<file path="config.mk">
export PLATFORM = sky130hd
export DESIGN_NAME = program_counter_return_stack
export DESIGN_NICKNAME = d
export VERILOG_FILES = /design/src/core/program_counter_return_stack.v /design/src/core/return_stack_ram.v
export VERILOG_INCLUDE_DIRS = /design/src /design/src/core
export SDC_FILE = /design/constraint.sdc
export NUM_CORES = 1
export LEC_CHECK = 0
export ABC_AREA = 1
export BUFFER_PORTS_ARGS = -buffer_cell sky130_fd_sc_hd__buf_2
export CORE_AREA = 2 2 238 240
export DETAILED_ROUTE_END_ITERATION = 8
export DIE_AREA = 0 0 240 242
export HOLD_SLACK_MARGIN = 0.12
export PLACE_DENSITY = 0.73
export SYNTH_ARGS = -nofsm -noshare
export SYNTH_HDL_FRONTEND = slang
export SYNTH_SLANG_ARGS = --single-unit
</file>
<file path="constraint.sdc">
create_clock -name CLK -period 7.8 [get_ports CLK]
set_clock_uncertainty 0.05 [all_clocks]
set_input_delay 1.56 -clock CLK [delete_from_list [all_inputs] [get_ports CLK]]
set_output_delay 1.56 -clock CLK [all_outputs]
set_load 0.03 [all_outputs]
</file>
<file path="src/core/fetch_pointer_map.vh">
// constants for the fetch pointer and return stack block
// assumes inclusion by bare name from the design files
`ifndef FETCH_POINTER_MAP_VH
`define FETCH_POINTER_MAP_VH
`define PTR_W 21
`define RESET_VECTOR 21'h000000
`define HIGH_VECTOR 21'h000008
`define LOW_VECTOR 21'h000018
`define STEP 21'h000002
`define ZERO_ADDR 21'h000000
`define SP_W 5
`define SP_EMPTY 5'h00
`define SP_FULL 5'h1f
`define SP_ONE 5'h01
`define FULL_BIT 7
`define UNF_BIT 6
`define IMPL_END 21'h004000
`endif

</file>
<file path="src/core/program_counter_return_stack.v">
// fetch pointer, holding latches and return stack of the core
// assumes the sequencer issues at most one action per cycle, decoded by opcode
`timescale 1ns/1ps
`default_nettype none
`include "fetch_pointer_map.vh"
module program_counter_return_stack #(
   parameter DEPTH = 31,
   parameter [20:0] IMPL_SIZE = `IMPL_END
) (
   input wire CLK,
   input wire SYS_RST,
   input wire POR,
   input wire ADVANCE,
   input wire INT_HIGH_ACK,
   input wire INT_LOW_ACK,
   input wire CALL,
   input wire REL_CALL,
   input wire ABS_JUMP,
   input wire BRANCH,
   input wire [20:0] TARGET,
   input wire RET,
   input wire RET_LIT,
   input wire RET_INT,
   input wire LOW_BYTE_WR,
   input wire [7:0] LOW_BYTE_WDATA,
   input wire LOW_BYTE_RD,
   input wire HIGH_LATCH_WR,
   input wire UPPER_LATCH_WR,
   input wire [7:0] LATCH_WDATA,
   input wire SP_WR,
   input wire [7:0] SP_WDATA,
   input wire TOS_WR,
   input wire [20:0] TOS_WDATA,
   input wire STACK_FAULT_RESET_OPTION,
   input wire [15:0] MEM_RDATA,
   output wire [20:0] FETCH_ADDR,
   output wire [15:0] FETCH_WORD,
   output reg [7:0] FETCH_POINTER_LOW_BYTE,
   output reg [7:0] HIGH_BYTE_HOLDING_LATCH,
   output reg [7:0] UPPER_BYTE_HOLDING_LATCH,
   output reg [7:0] RETURN_STACK_POINTER,
   output reg [20:0] TOP_STACK_ENTRY,
   output wire STACK_FULL_FLAG,
   output wire STACK_UNDERFLOW_FLAG,
   output reg STACK_FAULT_RESET
);
   reg [20:0] ptr_q;
   reg [20:0] ptr_d;
   reg [7:0] hlat_q;
   reg [7:0] hlat_d;
   reg [4:0] ulat_q;
   reg [4:0] ulat_d;
   reg [4:0] sp_q;
   reg [4:0] sp_d;
   reg full_q;
   reg full_d;
   reg unf_q;
   reg unf_d;
   reg fault_d;
   reg we;
   reg [4:0] waddr;
   reg [20:0] wdata;
   wire [20:0] rdata;
   wire push;
   wire pop;
   wire [20:0] seq_next;

   function [20:0] align;
      input [20:0] a;
      begin
         align = {a[20:1], 1'b0};
      end
   endfunction

   assign push = CALL | REL_CALL | INT_HIGH_ACK | INT_LOW_ACK;
   assign pop = RET | RET_LIT | RET_INT;
   assign seq_next = ptr_q + `STEP;

   return_stack_ram #(
      .DEPTH(DEPTH),
      .W(`PTR_W)
   ) u_ram (
      .CLK(CLK),
      .WE(we),
      .WADDR(waddr),
      .WDATA(wdata),
      .RADDR(sp_q),
      .RDATA(rdata)
   );

   assign FETCH_ADDR = ptr_q;
   assign FETCH_WORD = (ptr_q < IMPL_SIZE) ? MEM_RDATA : 16'h0000;
   assign STACK_FULL_FLAG = full_q;
   assign STACK_UNDERFLOW_FLAG = unf_q;

   always @* begin
      ptr_d = ptr_q;
      hlat_d = hlat_q;
      ulat_d = ulat_q;
      sp_d = sp_q;
      full_d = full_q;
      unf_d = unf_q;
      fault_d = 1'b0;
      we = 1'b0;
      waddr = sp_q;
      wdata = seq_next;
      if (ADVANCE) begin
         ptr_d = seq_next;
      end
      if (HIGH_LATCH_WR) begin
         hlat_d = LATCH_WDATA;
      end
      if (UPPER_LATCH_WR) begin
         ulat_d = LATCH_WDATA[4:0];
      end
      if (LOW_BYTE_RD) begin
         hlat_d = ptr_q[15:8];
         ulat_d = ptr_q[20:16];
      end
      if (SP_WR) begin
         sp_d = SP_WDATA[4:0];
         // flags clear only, a zero written clears
         if (!SP_WDATA[`FULL_BIT]) begin
            full_d = 1'b0;
         end
         if (!SP_WDATA[`UNF_BIT]) begin
            unf_d = 1'b0;
         end
      end
      if (TOS_WR) begin
         we = 1'b1;
         waddr = sp_q;
         wdata = align(TOS_WDATA);
      end
      if (LOW_BYTE_WR) begin
         ptr_d = align({ulat_q, hlat_q, LOW_BYTE_WDATA});
      end
      if (ABS_JUMP || BRANCH) begin
         ptr_d = align(TARGET);
      end
      if (push) begin
         if (INT_HIGH_ACK) begin
            ptr_d = `HIGH_VECTOR;
         end else if (INT_LOW_ACK) begin
            ptr_d = `LOW_VECTOR;
         end else begin
            ptr_d = align(TARGET);
         end
         // return address is the word after the call
         wdata = seq_next;
         if (sp_q != `SP_FULL) begin
            sp_d = sp_q + `SP_ONE;
            waddr = sp_q + `SP_ONE;
            we = 1'b1;
            if (sp_q + `SP_ONE == `SP_FULL) begin
               full_d = 1'b1;
               fault_d = STACK_FAULT_RESET_OPTION;
            end
         end else begin
            full_d = 1'b1;
            fault_d = STACK_FAULT_RESET_OPTION;
         end
      end else if (pop) begin
         if (sp_q == `SP_EMPTY) begin
            ptr_d = `ZERO_ADDR;
            unf_d = 1'b1;
            fault_d = STACK_FAULT_RESET_OPTION;
         end else begin
            ptr_d = align(rdata);
            sp_d = sp_q - `SP_ONE;
         end
      end
   end

   always @(posedge CLK) begin
      if (SYS_RST) begin
         ptr_q <= `RESET_VECTOR;
         sp_q <= `SP_EMPTY;
         hlat_q <= 8'h00;
         ulat_q <= 5'h00;
         STACK_FAULT_RESET <= 1'b0;
         if (POR) begin
            full_q <= 1'b0;
            unf_q <= 1'b0;
         end
      end else begin
         ptr_q <= ptr_d;
         hlat_q <= hlat_d;
         ulat_q <= ulat_d;
         sp_q <= sp_d;
         full_q <= full_d;
         unf_q <= unf_d;
         STACK_FAULT_RESET <= fault_d;
      end
   end

   // software view registers
   always @(posedge CLK) begin
      if (SYS_RST) begin
         FETCH_POINTER_LOW_BYTE <= 8'h00;
         HIGH_BYTE_HOLDING_LATCH <= 8'h00;
         UPPER_BYTE_HOLDING_LATCH <= 8'h00;
         RETURN_STACK_POINTER <= 8'h00;
         TOP_STACK_ENTRY <= `ZERO_ADDR;
      end else begin
         FETCH_POINTER_LOW_BYTE <= ptr_d[7:0];
         HIGH_BYTE_HOLDING_LATCH <= hlat_d;
         UPPER_BYTE_HOLDING_LATCH <= {3'h0, ulat_d};
         RETURN_STACK_POINTER <= {full_d, unf_d, 1'b0, sp_d};
         TOP_STACK_ENTRY <= rdata;
      end
   end
endmodule
`default_nettype wire

</file>
<file path="src/core/return_stack_ram.v">
// storage words of the return stack, entry 0 absent
// assumes one clock, write and read addressed by the stack pointer
`timescale 1ns/1ps
`default_nettype none
`include "fetch_pointer_map.vh"
module return_stack_ram #(
   parameter DEPTH = 31,
   parameter W = 21
) (
   input wire CLK,
   input wire WE,
   input wire [4:0] WADDR,
   input wire [W-1:0] WDATA,
   input wire [4:0] RADDR,
   output wire [W-1:0] RDATA
);
   reg [W-1:0] mem [1:DEPTH];
   // write lands only on real entries 1..depth
   always @(posedge CLK) begin
      if (WE && (WADDR != `SP_EMPTY)) begin
         mem[WADDR] <= WDATA;
      end
   end
   // pointer zero has no word behind it
   assign RDATA = (RADDR == `SP_EMPTY) ? {W{1'b0}} : mem[RADDR];
endmodule
`default_nettype wire

</file>
Yosys cells after proc, flatten, opt, wreduce, memory -nomap -nowiden --
Memories as Yosys holds them, arrays and structs flattened. A register that Yosys moved wholly into a read port is not among the register bits. Cells that the tools add are included. Widths: inputs -> output; s select.
Word-level totals: memory bits (writable) 651, memories 1, register bits 74, input bits 102
Memory list:
- u_ram.mem | depth 31, bits a word 21, rd ports 1, clocked after memory_dff 1, write ports 1, RTL line return_stack_ram.v:17 | reg [W-1:0] mem [1:DEPTH];
Cells by class: bitwise logic cells 5, add/subtract/negate cells 3, magnitude comparators 1, reductions and logical operators 7, muxes and demuxes 47, equality and inequality tests 3
Operator list (number):
- $mux 21 | 11
- $mux 5 | 10
- $mux 1 | 23
- $add 21x2->21 const B | 1
- $lt 21x15->1 const B | 1
- $mux 16 | 1
- $mux 8 | 2
- $reduce_bool 5->1 | 2
- $add 5x1->5 const B | 1
- $eq 5x5->1 const B | 1
- $logic_not 5->1 | 1
- $ne 5x5->1 const B | 1
- $or 1x1->1 | 5
- $sub 5x1->5 const B | 1
- $ne 2x1->1 const B | 1
- $reduce_bool 2->1 | 1
- $reduce_or 2->1 | 1
- $logic_and 1x1->1 | 1
- $logic_or 1x1->1 | 1

Logic depth before layout (Yosys ltp) --
Gate-level depths: netlist of run 1.
depth in word-level cells 8, depth in mapped cells 18

Modules after synthesis --
A second synthesis of run 1 with hierarchy kept.
Second synthesis, totals: cells, all modules 3191, area total of the unflattened synthesis 31531.5 µm²
By module, submodules not included:
- return_stack_ram | times used 1, cells each 2466, area each 27081.0 µm²
- program_counter_return_stack | times used 1, cells each 725, area each 4450.5 µm²

Least setup slack after synthesis of run 1 --
No wires, ideal clock.
path kind input to register, start in INT_HIGH_ACK, end mem u_ram.mem[10][0], enable pin, setup slack 3872 ps, path buffers 0, cell stages on the path 7, setup time 399 ps, data arrival time 3479 ps, cell sequence nor2_1 > nand2_2 > nand2_2 > inv_1 > o21ai_0 > nand3_1 > nor2_1
On the way: word-level cells in the longest chain between the ends 7
RTL lines:
- start: declaration | RTL line program_counter_return_stack.v:14 | input wire INT_HIGH_ACK,
- $or 1x1->1 * (2 in series) | RTL line program_counter_return_stack.v:75 | assign push = CALL | REL_CALL | INT_HIGH_ACK | INT_LOW_ACK;
- $mux 5 | RTL line program_counter_return_stack.v:141 | if (push) begin
- $reduce_bool 5->1 (no line)
- $logic_and 1x1->1 | RTL line return_stack_ram.v:20 | if (WE && (WADDR != `SP_EMPTY)) begin
- $mux 1 | RTL line return_stack_ram.v:20
- $mux 1 (not written as such) | RTL line return_stack_ram.v:21 | mem[WADDR] <= WDATA;
- end: declaration | RTL line return_stack_ram.v:17
Mark *: on every way between the ends. The rest lies on a longest branch, timed or not.

Final worst setup path of run 1 --
start reg ptr_q[18] (netlist: FETCH_ADDR[18]), end out FETCH_WORD[8]
On the way: word-level cells in the longest chain between the ends 2
RTL lines:
- start: declaration | RTL line program_counter_return_stack.v:47 | reg [20:0] ptr_q;
- start signal: assignment | RTL line program_counter_return_stack.v:177 | ptr_q <= `RESET_VECTOR;
- start signal: assignment | RTL line program_counter_return_stack.v:187 | ptr_q <= ptr_d;
- $lt 21x15->1 | RTL line program_counter_return_stack.v:92 | assign FETCH_WORD = (ptr_q < IMPL_SIZE) ? MEM_RDATA : 16'h0000;
- $mux 16 | RTL line program_counter_return_stack.v:92
- end: declaration | RTL line program_counter_return_stack.v:37 | output wire [15:0] FETCH_WORD,
Every way passes these cells.

==> metrics.yaml, run 1 <==
grt_pass1_vias: 21200
crit_path_top_delay_cell: "nand4_1"
fmax_mhz: 222
antenna_found_initial: 1
syn2layout_area_growth_pct: 13.3
worstSetupPathType: "flop to primary output"
final_common_cell: "nand2_1"
intPower_mw: 6.44
finalSetupTns_ns: 0
status: "finished clean"
initial_core_util: 0.541
synth_seq_area_share: 0.691
io_pins: 195
synth-edff-count: 653
finalWorstSetupSlack_ns: 3.30
net-switching-power_mw: 2.23
slew_headroom: 0.177
die_w_um: 240
post_route_cells_drive_above_1_share: 0.135
cp.arrival_ns: 2.89
grtUsageTotal: 0.297
grt_pass1_wl_um: 128000
rsz0062_at_grt: "no"
final_net_count: 3094
cts_sinks: 715
synth_area_um2: 30200
cts.hold.buffers_added: 0
root_buffer: "clkbuf_16"
die_h_um: 242
p_comb_frac: 0.115
postCtsSetupBuffers: 0
placedInstanceArea_um2: 32000
whs_path_depth: 2
ys.flop_type: "edfxtp_1"
path_cells: "nor4_1 > nand4_1 > nor2_1 > buf_2"
fp.dieArea_um2: 58100
insertion_delay_ns: 0.62
tightest_slew_ns: 1.23
dp_hpwl_um: 52100
p_sw_frac: 0.258
cts_tree: "done"
ys_seq_elements: 715
hold_viol: 0
synthCells: 2797
setup_viol: 0
finalCritPeriodShare: 0.577
maxSlewViolCount: 0
pre_cts_ws_ns: 3.11
drt_wl_total_um: 87000
drcViolationCount: 0
vias: 22100
cts_resized: 0
whs_ns: 0.454
power_leakage_nw: 13.0
seqPwrFrac: 0.502
first_pass_iters: 6
startpoint_type: "flop"
yosysWarningCount: 0
cts_buffers: 71
stdcell_area_um2: 34200
num_rows: 87
crit_required_ns: 6.19
ctsHtreeMaxLevel: 3
power_density_nw_per_um2: 254
clockBufferDepth: 3
vdd_drop_max_mv: 0.151
post-route-min-period_ns: 4.50
path_clk_slew_ns: 0.06
drtIter0Drc: 2799
core_um2: 55700
detail-route-antenna-nets: 0
synth.avg_cell_area_um2: 10.8
layout_common_cells: "nand2_1, edfxtp_1, nor2_1"
wl_per_cell_um: 22.9
cap_violations: 0
pwr-share-clk: 0.383
synthArstFlopShare: 0
gp_congestion: 0.982
grt-ovfl-total: 0
reg2regPathDepth: 9
grt_max_degree: 182
end_kind: "primary output"
critical_path.max_fanout: 16
portBuffers: 184
numPlacedInstances: 3669
hold_path.class: "flop to flop"
n_antenna_cell: 0
cpPeakStageDelay_ns: 0.73
vias_per_cell: 5.82
ys_types: 42
final_cells: 3792
worst max-delay path, delay by kind of cell, from the launching register on:
family	cells	cell delay [ns]
AND/OR/NAND/NOR	3	1.58
flip-flops	1	0.40
buffers and inverters	1	0.28
worst paths after layout:
kind	start	endpoint	slack [ns]
setup / recovery	FETCH_ADDR[18]	FETCH_WORD[8]	3.30
setup reg to reg	RETURN_STACK_POINTER[0]	u_ram.mem[7][15]	3.40
hold reg to reg	HIGH_BYTE_HOLDING_LATCH[7]	HIGH_BYTE_HOLDING_LATCH[7]	0.45
hold / removal	HIGH_BYTE_HOLDING_LATCH[7]	HIGH_BYTE_HOLDING_LATCH[7]	0.45
per-stage QoR:
step | util | power [mW]
after floorplan | - | 5.04
after global placement | 0.573 | 5.38
after detailed placement | 0.573 | 5.41
after CTS | 0.614 | 8.69
after global routing | 0.614 | 8.93
final | 0.614 | 8.68
cells by family (layout without fill, tap and decap cells):
kind of cell | Yosys count | after routing | synth area share
compound gates | 431 | 431 | 0.0768
xor+xnor | 13 | 13 | 0.00377
fa+ha+maj | 6 | 6 | 0.00249
buf+inv | 297 | 500 | 0.0462
flops | 715 | 715 | 0.691
other cells | 1 | 37 | 0.000124
simple gates | 1334 | 1334 | 0.180
synth_stat cells, types with 3 or more instances:
master,instances,share of area
dfxtp_1,62,0.041
nand4_1,25,0.0052
xor2_1,8,0.0023
edfxtp_1,653,0.65
a21boi_0,3,0.00075
buf_4,42,0.010
o211ai_1,31,0.0077
o21ai_1,20,0.0033
inv_2,3,0.00037
a21oi_1,82,0.014
o21ai_0,260,0.043
o221ai_1,4,0.0012
a31oi_1,9,0.0019
nand3_1,236,0.039
xnor2_1,5,0.0015
o2111ai_1,4,0.0012
o22ai_1,11,0.0023
nor2_1,382,0.048
clkbuf_1,46,0.0057
inv_1,126,0.016
ha_1,6,0.0025
nor3_1,7,0.0012
buf_2,62,0.010
buf_6,5,0.0019
nand2_1,671,0.083
buf_1,9,0.0011
nand2_2,4,0.00083
sequential cells by signal, indices dropped and copies added (netlist names):
name and flops:
TOP_STACK_ENTRY 21, HIGH_BYTE_HOLDING_LATCH 8, STACK_FULL_FLAG 1, STACK_FAULT_RESET 1, u_ram.mem 651, STACK_UNDERFLOW_FLAG 1
RETURN_STACK_POINTER 7, FETCH_ADDR 20, UPPER_BYTE_HOLDING_LATCH 5
layout make-up:
| cell class | instances | area, um2 |
|---|---|---|
| sequential | 715 | 20900 |
| multi-input combinational | 1821 | 8250 |
| clock buffer | 88 | 1950 |
| inverter | 133 | 509 |
| timing repair buffer | 244 | 1380 |
| clock inverter | 35 | 299 |
| tap | 756 | 946 |
| fill | 4391 | 21500 |
power groups by stage:
stage / clock (mW) / sequential, mW / combinational, mW
after global routing: 3.50 / 4.36 / 1.08
after detailed placement: 0 / 4.43 / 0.974
final: 3.33 / 4.36 / 0.996
after floorplan: 0 / 4.46 / 0.583
after global placement: 0 / 4.43 / 0.951
after CTS: 3.36 / 4.35 / 0.981
metal layers:
| metal | part of all wire | GRT usage | up-vias |
|---|---|---|---|
| met2 | 0.47 | 0.474 | 1375 |
| met4 | 0.045 | 0.143 | 2 |
| met5 | 0.00015 | 0 | - |
| met3 | 0.11 | 0.0590 | 236 |
| met1 | 0.38 | 0.391 | 10400 |
| li1 | - | - | 10000 |
No activity file was read; power rests on OpenSTA's default activity.
==> run 2: changes to the inputs <==
- ABC_AREA: 1 -> 0
- CORE_AREA: 2 2 238 240 -> 2 2 235 237
- DIE_AREA: 0 0 240 242 -> 0 0 237 239
- PLACE_DENSITY: 0.73 -> 0.76
- clock period: 7.8 -> 4.1 ns (I/O delays scaled with it)
==> run 2 against run 1 <==
Against the previous run:
- area after synthesis decreased by 2.4%
- total power up 95%
- combinational power up 120%
- die area fell by 2.5%
- final cell count down 25%
- largest power group unchanged
- flip-flop and latch count unchanged
- sequential share of layout area rose by 0.38 points
- worst setup slack got worse by 2.9 ns
- count of clock-buffer cells in the layout is 5 higher
- global-route usage fell by 1.1 points
- critical endpoint is now FETCH_WORD[10]
- critical path depth unchanged
==> metrics.yaml, run 2 <==
end_kind: "primary output"
cts_buffers: 72  # +1.4%
portBuffers: 184  # unchanged
drtIter0Drc: 2240  # -20%
power_density_nw_per_um2: 499  # +97%
synth-edff-count: 653  # unchanged
grtUsageTotal: 0.286  # -0.0111
synth_most_common_cell: "edfxtp_1"
insertion_delay_ns: 0.61  # about the same
fmax_mhz: 270
ys_seq_elements: 715  # unchanged
cts_tree: "done"
vias_per_cell: 6.35  # +9.1%
crit_required_ns: 3.23  # -2.96 ns
synthTopCellsByArea: "edfxtp_1, mux4_2, mux2i_1, dfxtp_1, nor2_1"
setup_viol: 0  # unchanged
crit_path_top_delay_cell: "nor4_2"
initial_core_util: 0.542  # +0.000785
detail-route-antenna-nets: 0  # unchanged
num_rows: 86  # -1.1%
post_route_cells_drive_above_1_share: 0.264  # +0.129
hold_viol: 0  # unchanged
critical_path.max_fanout: 16  # unchanged
die_h_um: 239  # -1.2%
startpoint_type: "flop"
synth_area_um2: 29500  # -2.4%
final_util: 0.625  # +0.0119
power_leakage_nw: 11.6  # -11%
grt_pass1_vias: 17700  # -16%
post-route-min-period_ns: 3.71
cts.hold.buffers_added: 0  # unchanged
power_mw: 17.0  # +95%
drt_wl_total_um: 79800  # -8.2%
final_common_cell: "edfxtp_1"
finalCritPeriodShare: 0.905
tightest_slew_ns: 1.12  # -0.114 ns
multi_input_area_um2: 8180  # -0.85%
synth.avg_cell_area_um2: 16.4  # +52%
fillers: 3752  # -15%
layout_common_cells: "edfxtp_1, buf_2, mux2i_1"
syn2layout_area_growth_pct: 15.4
synthArstFlopShare: 0  # unchanged
path_clk_slew_ns: 0.07  # about the same
cp.arrival_ns: 2.84  # -0.05 ns
whs_ns: 0.483  # +0.0283 ns
die_w_um: 237  # -1.3%
slew_headroom: 0.244  # +0.0670
synthTopCellsByCount: "edfxtp_1, mux2i_1, nor2_1"
hold_path.class: "input port to flop"
core_um2: 54300  # -2.5%
largest_reg_flops: 651  # unchanged
first_pass_iters: 7  # +1
worstSetupPathType: "flop to primary output"
final_net_count: 2173  # -30%
final_cells: 2826  # -25%
cts_sinks: 715  # unchanged
layout.area.seq_um2: 20900  # about the same
n_antenna_cell: 0  # unchanged
cap_violations: 0  # unchanged
clockBufferDepth: 3  # unchanged
fp.dieArea_um2: 56600  # -2.5%
vias: 17900  # -19%
status: "finished clean"
wl_per_cell_um: 28.2  # +23%
maxSlewViolCount: 0  # unchanged
ys.flop_type: "edfxtp_1"
finalSetupTns_ns: 0  # unchanged
io_pins: 195  # unchanged
antenna_found_initial: 0  # -1
ctsHtreeMaxLevel: 3  # unchanged
path_cells: "or4_1 > nor4_2 > and2_1 > buf_2"
synth_top_area_frac: 0.666  # +0.0157
grt-ovfl-total: 0  # unchanged
postCtsSetupBuffers: 0  # unchanged
cpPeakStageDelay_ns: 0.67  # -0.06 ns
cp_num_buf_inv: 1  # unchanged
synth_top_area_cell: "edfxtp_1"
yosysWarningCount: 0  # unchanged
synthCells: 1793  # -36%
dp_hpwl_um: 51300  # -1.5%
cpLargestDelayFamily: "simple AND/OR/NAND/NOR gates"
regMostFlops: "u_ram.mem"
cts_resized: 0  # unchanged
drcViolationCount: 0  # unchanged
grt_pass1_wl_um: 118000  # -8.2%
grt_max_degree: 118  # -35%
numPlacedInstances: 2695  # -27%
vdd_drop_max_mv: 0.280  # +85%
root_buffer: "clkbuf_16"
gp_congestion: 0.949  # -3.4%
rsz0062_at_grt: "no"
ys_types: 71  # +69%
synth_seq_area_share: 0.708  # +0.0167
-- run 2: cell types whose count changed in the layout (fill, tap and decap cells not counted), moves of 31 or more --
cell | previous run | this run
nand2_1 | 670 | 73
nor2_1 | 349 | 117
o21ai_0 | 255 | 48
nand3_1 | 236 | 39
mux2i_1 | 0 | 150
inv_1 | 125 | 9
mux4_2 | 0 | 108
buf_4 | 59 | 90
-- run 2: per-layer routing --
layer	share of wire	vias up	global-route usage	routed length [um]
met5	0	-	0	0
met4	0.051	0	0.149	4100
met3	0.10	198	0.0482	8090
met2	0.47	1179	0.454	37600
met1	0.38	8973	0.384	30000
li1	-	7596	-	-
-- run 2: final timing paths --
kind,from,endpoint,slack [ns],cells after the start
max reg2reg,RETURN_STACK_POINTER[0],u_ram.mem[14][11],0.75,10
min reg2reg,STACK_FULL_FLAG,RETURN_STACK_POINTER[7],0.58,2
min,TARGET[6],FETCH_ADDR[6],0.48,3
max,FETCH_ADDR[14],FETCH_WORD[10],0.39,4
-- run 2: metrics by stage --
| stage | setup slack [ns] | cell area (um2) |
|---|---|---|
| after global routing | 0.265 | 34000 |
| after detailed placement | 0.436 | 31700 |
| after global placement | 0.561 | 31700 |
| final | 0.390 | 34000 |
| after CTS | 0.358 | 34000 |
| after floorplan | 0.493 | 29600 |
-- run 2: layout make-up --
type,instances,area share
Clock buffer,93,0.0572
Clock inverter,38,0.0108
Inverter,9,0.000994
Multi-Input combinational cell,987,0.241
Sequential cell,715,0.614
Tap cell,704,0.0259
Timing Repair Buffer,280,0.0505
-- run 2: worst min-delay path, cell delays in order --
cell      delay [ns]
buf_2           0.09
a221oi_1        0.06
o22ai_1         0.12
-- run 2: logic make-up after synthesis --
family	synth area share
flip-flops	0.708
AND/OR/NAND/NOR	0.0604
AO/OA/AOI/OAI	0.0619
multiplexers	0.136
buffers and inverters	0.0252
XOR/XNOR	0.00624
adder cells (fa/ha/maj)	0.00255
other	0.000127
-- run 2: where the power goes --
| group | switching (mW) | total, mW | internal, mW |
|---|---|---|---|
| clock | 2.65 | 6.44 | 3.79 |
| combinational | 1.46 | 2.18 | 0.724 |
| sequential | 0.106 | 8.33 | 8.23 |
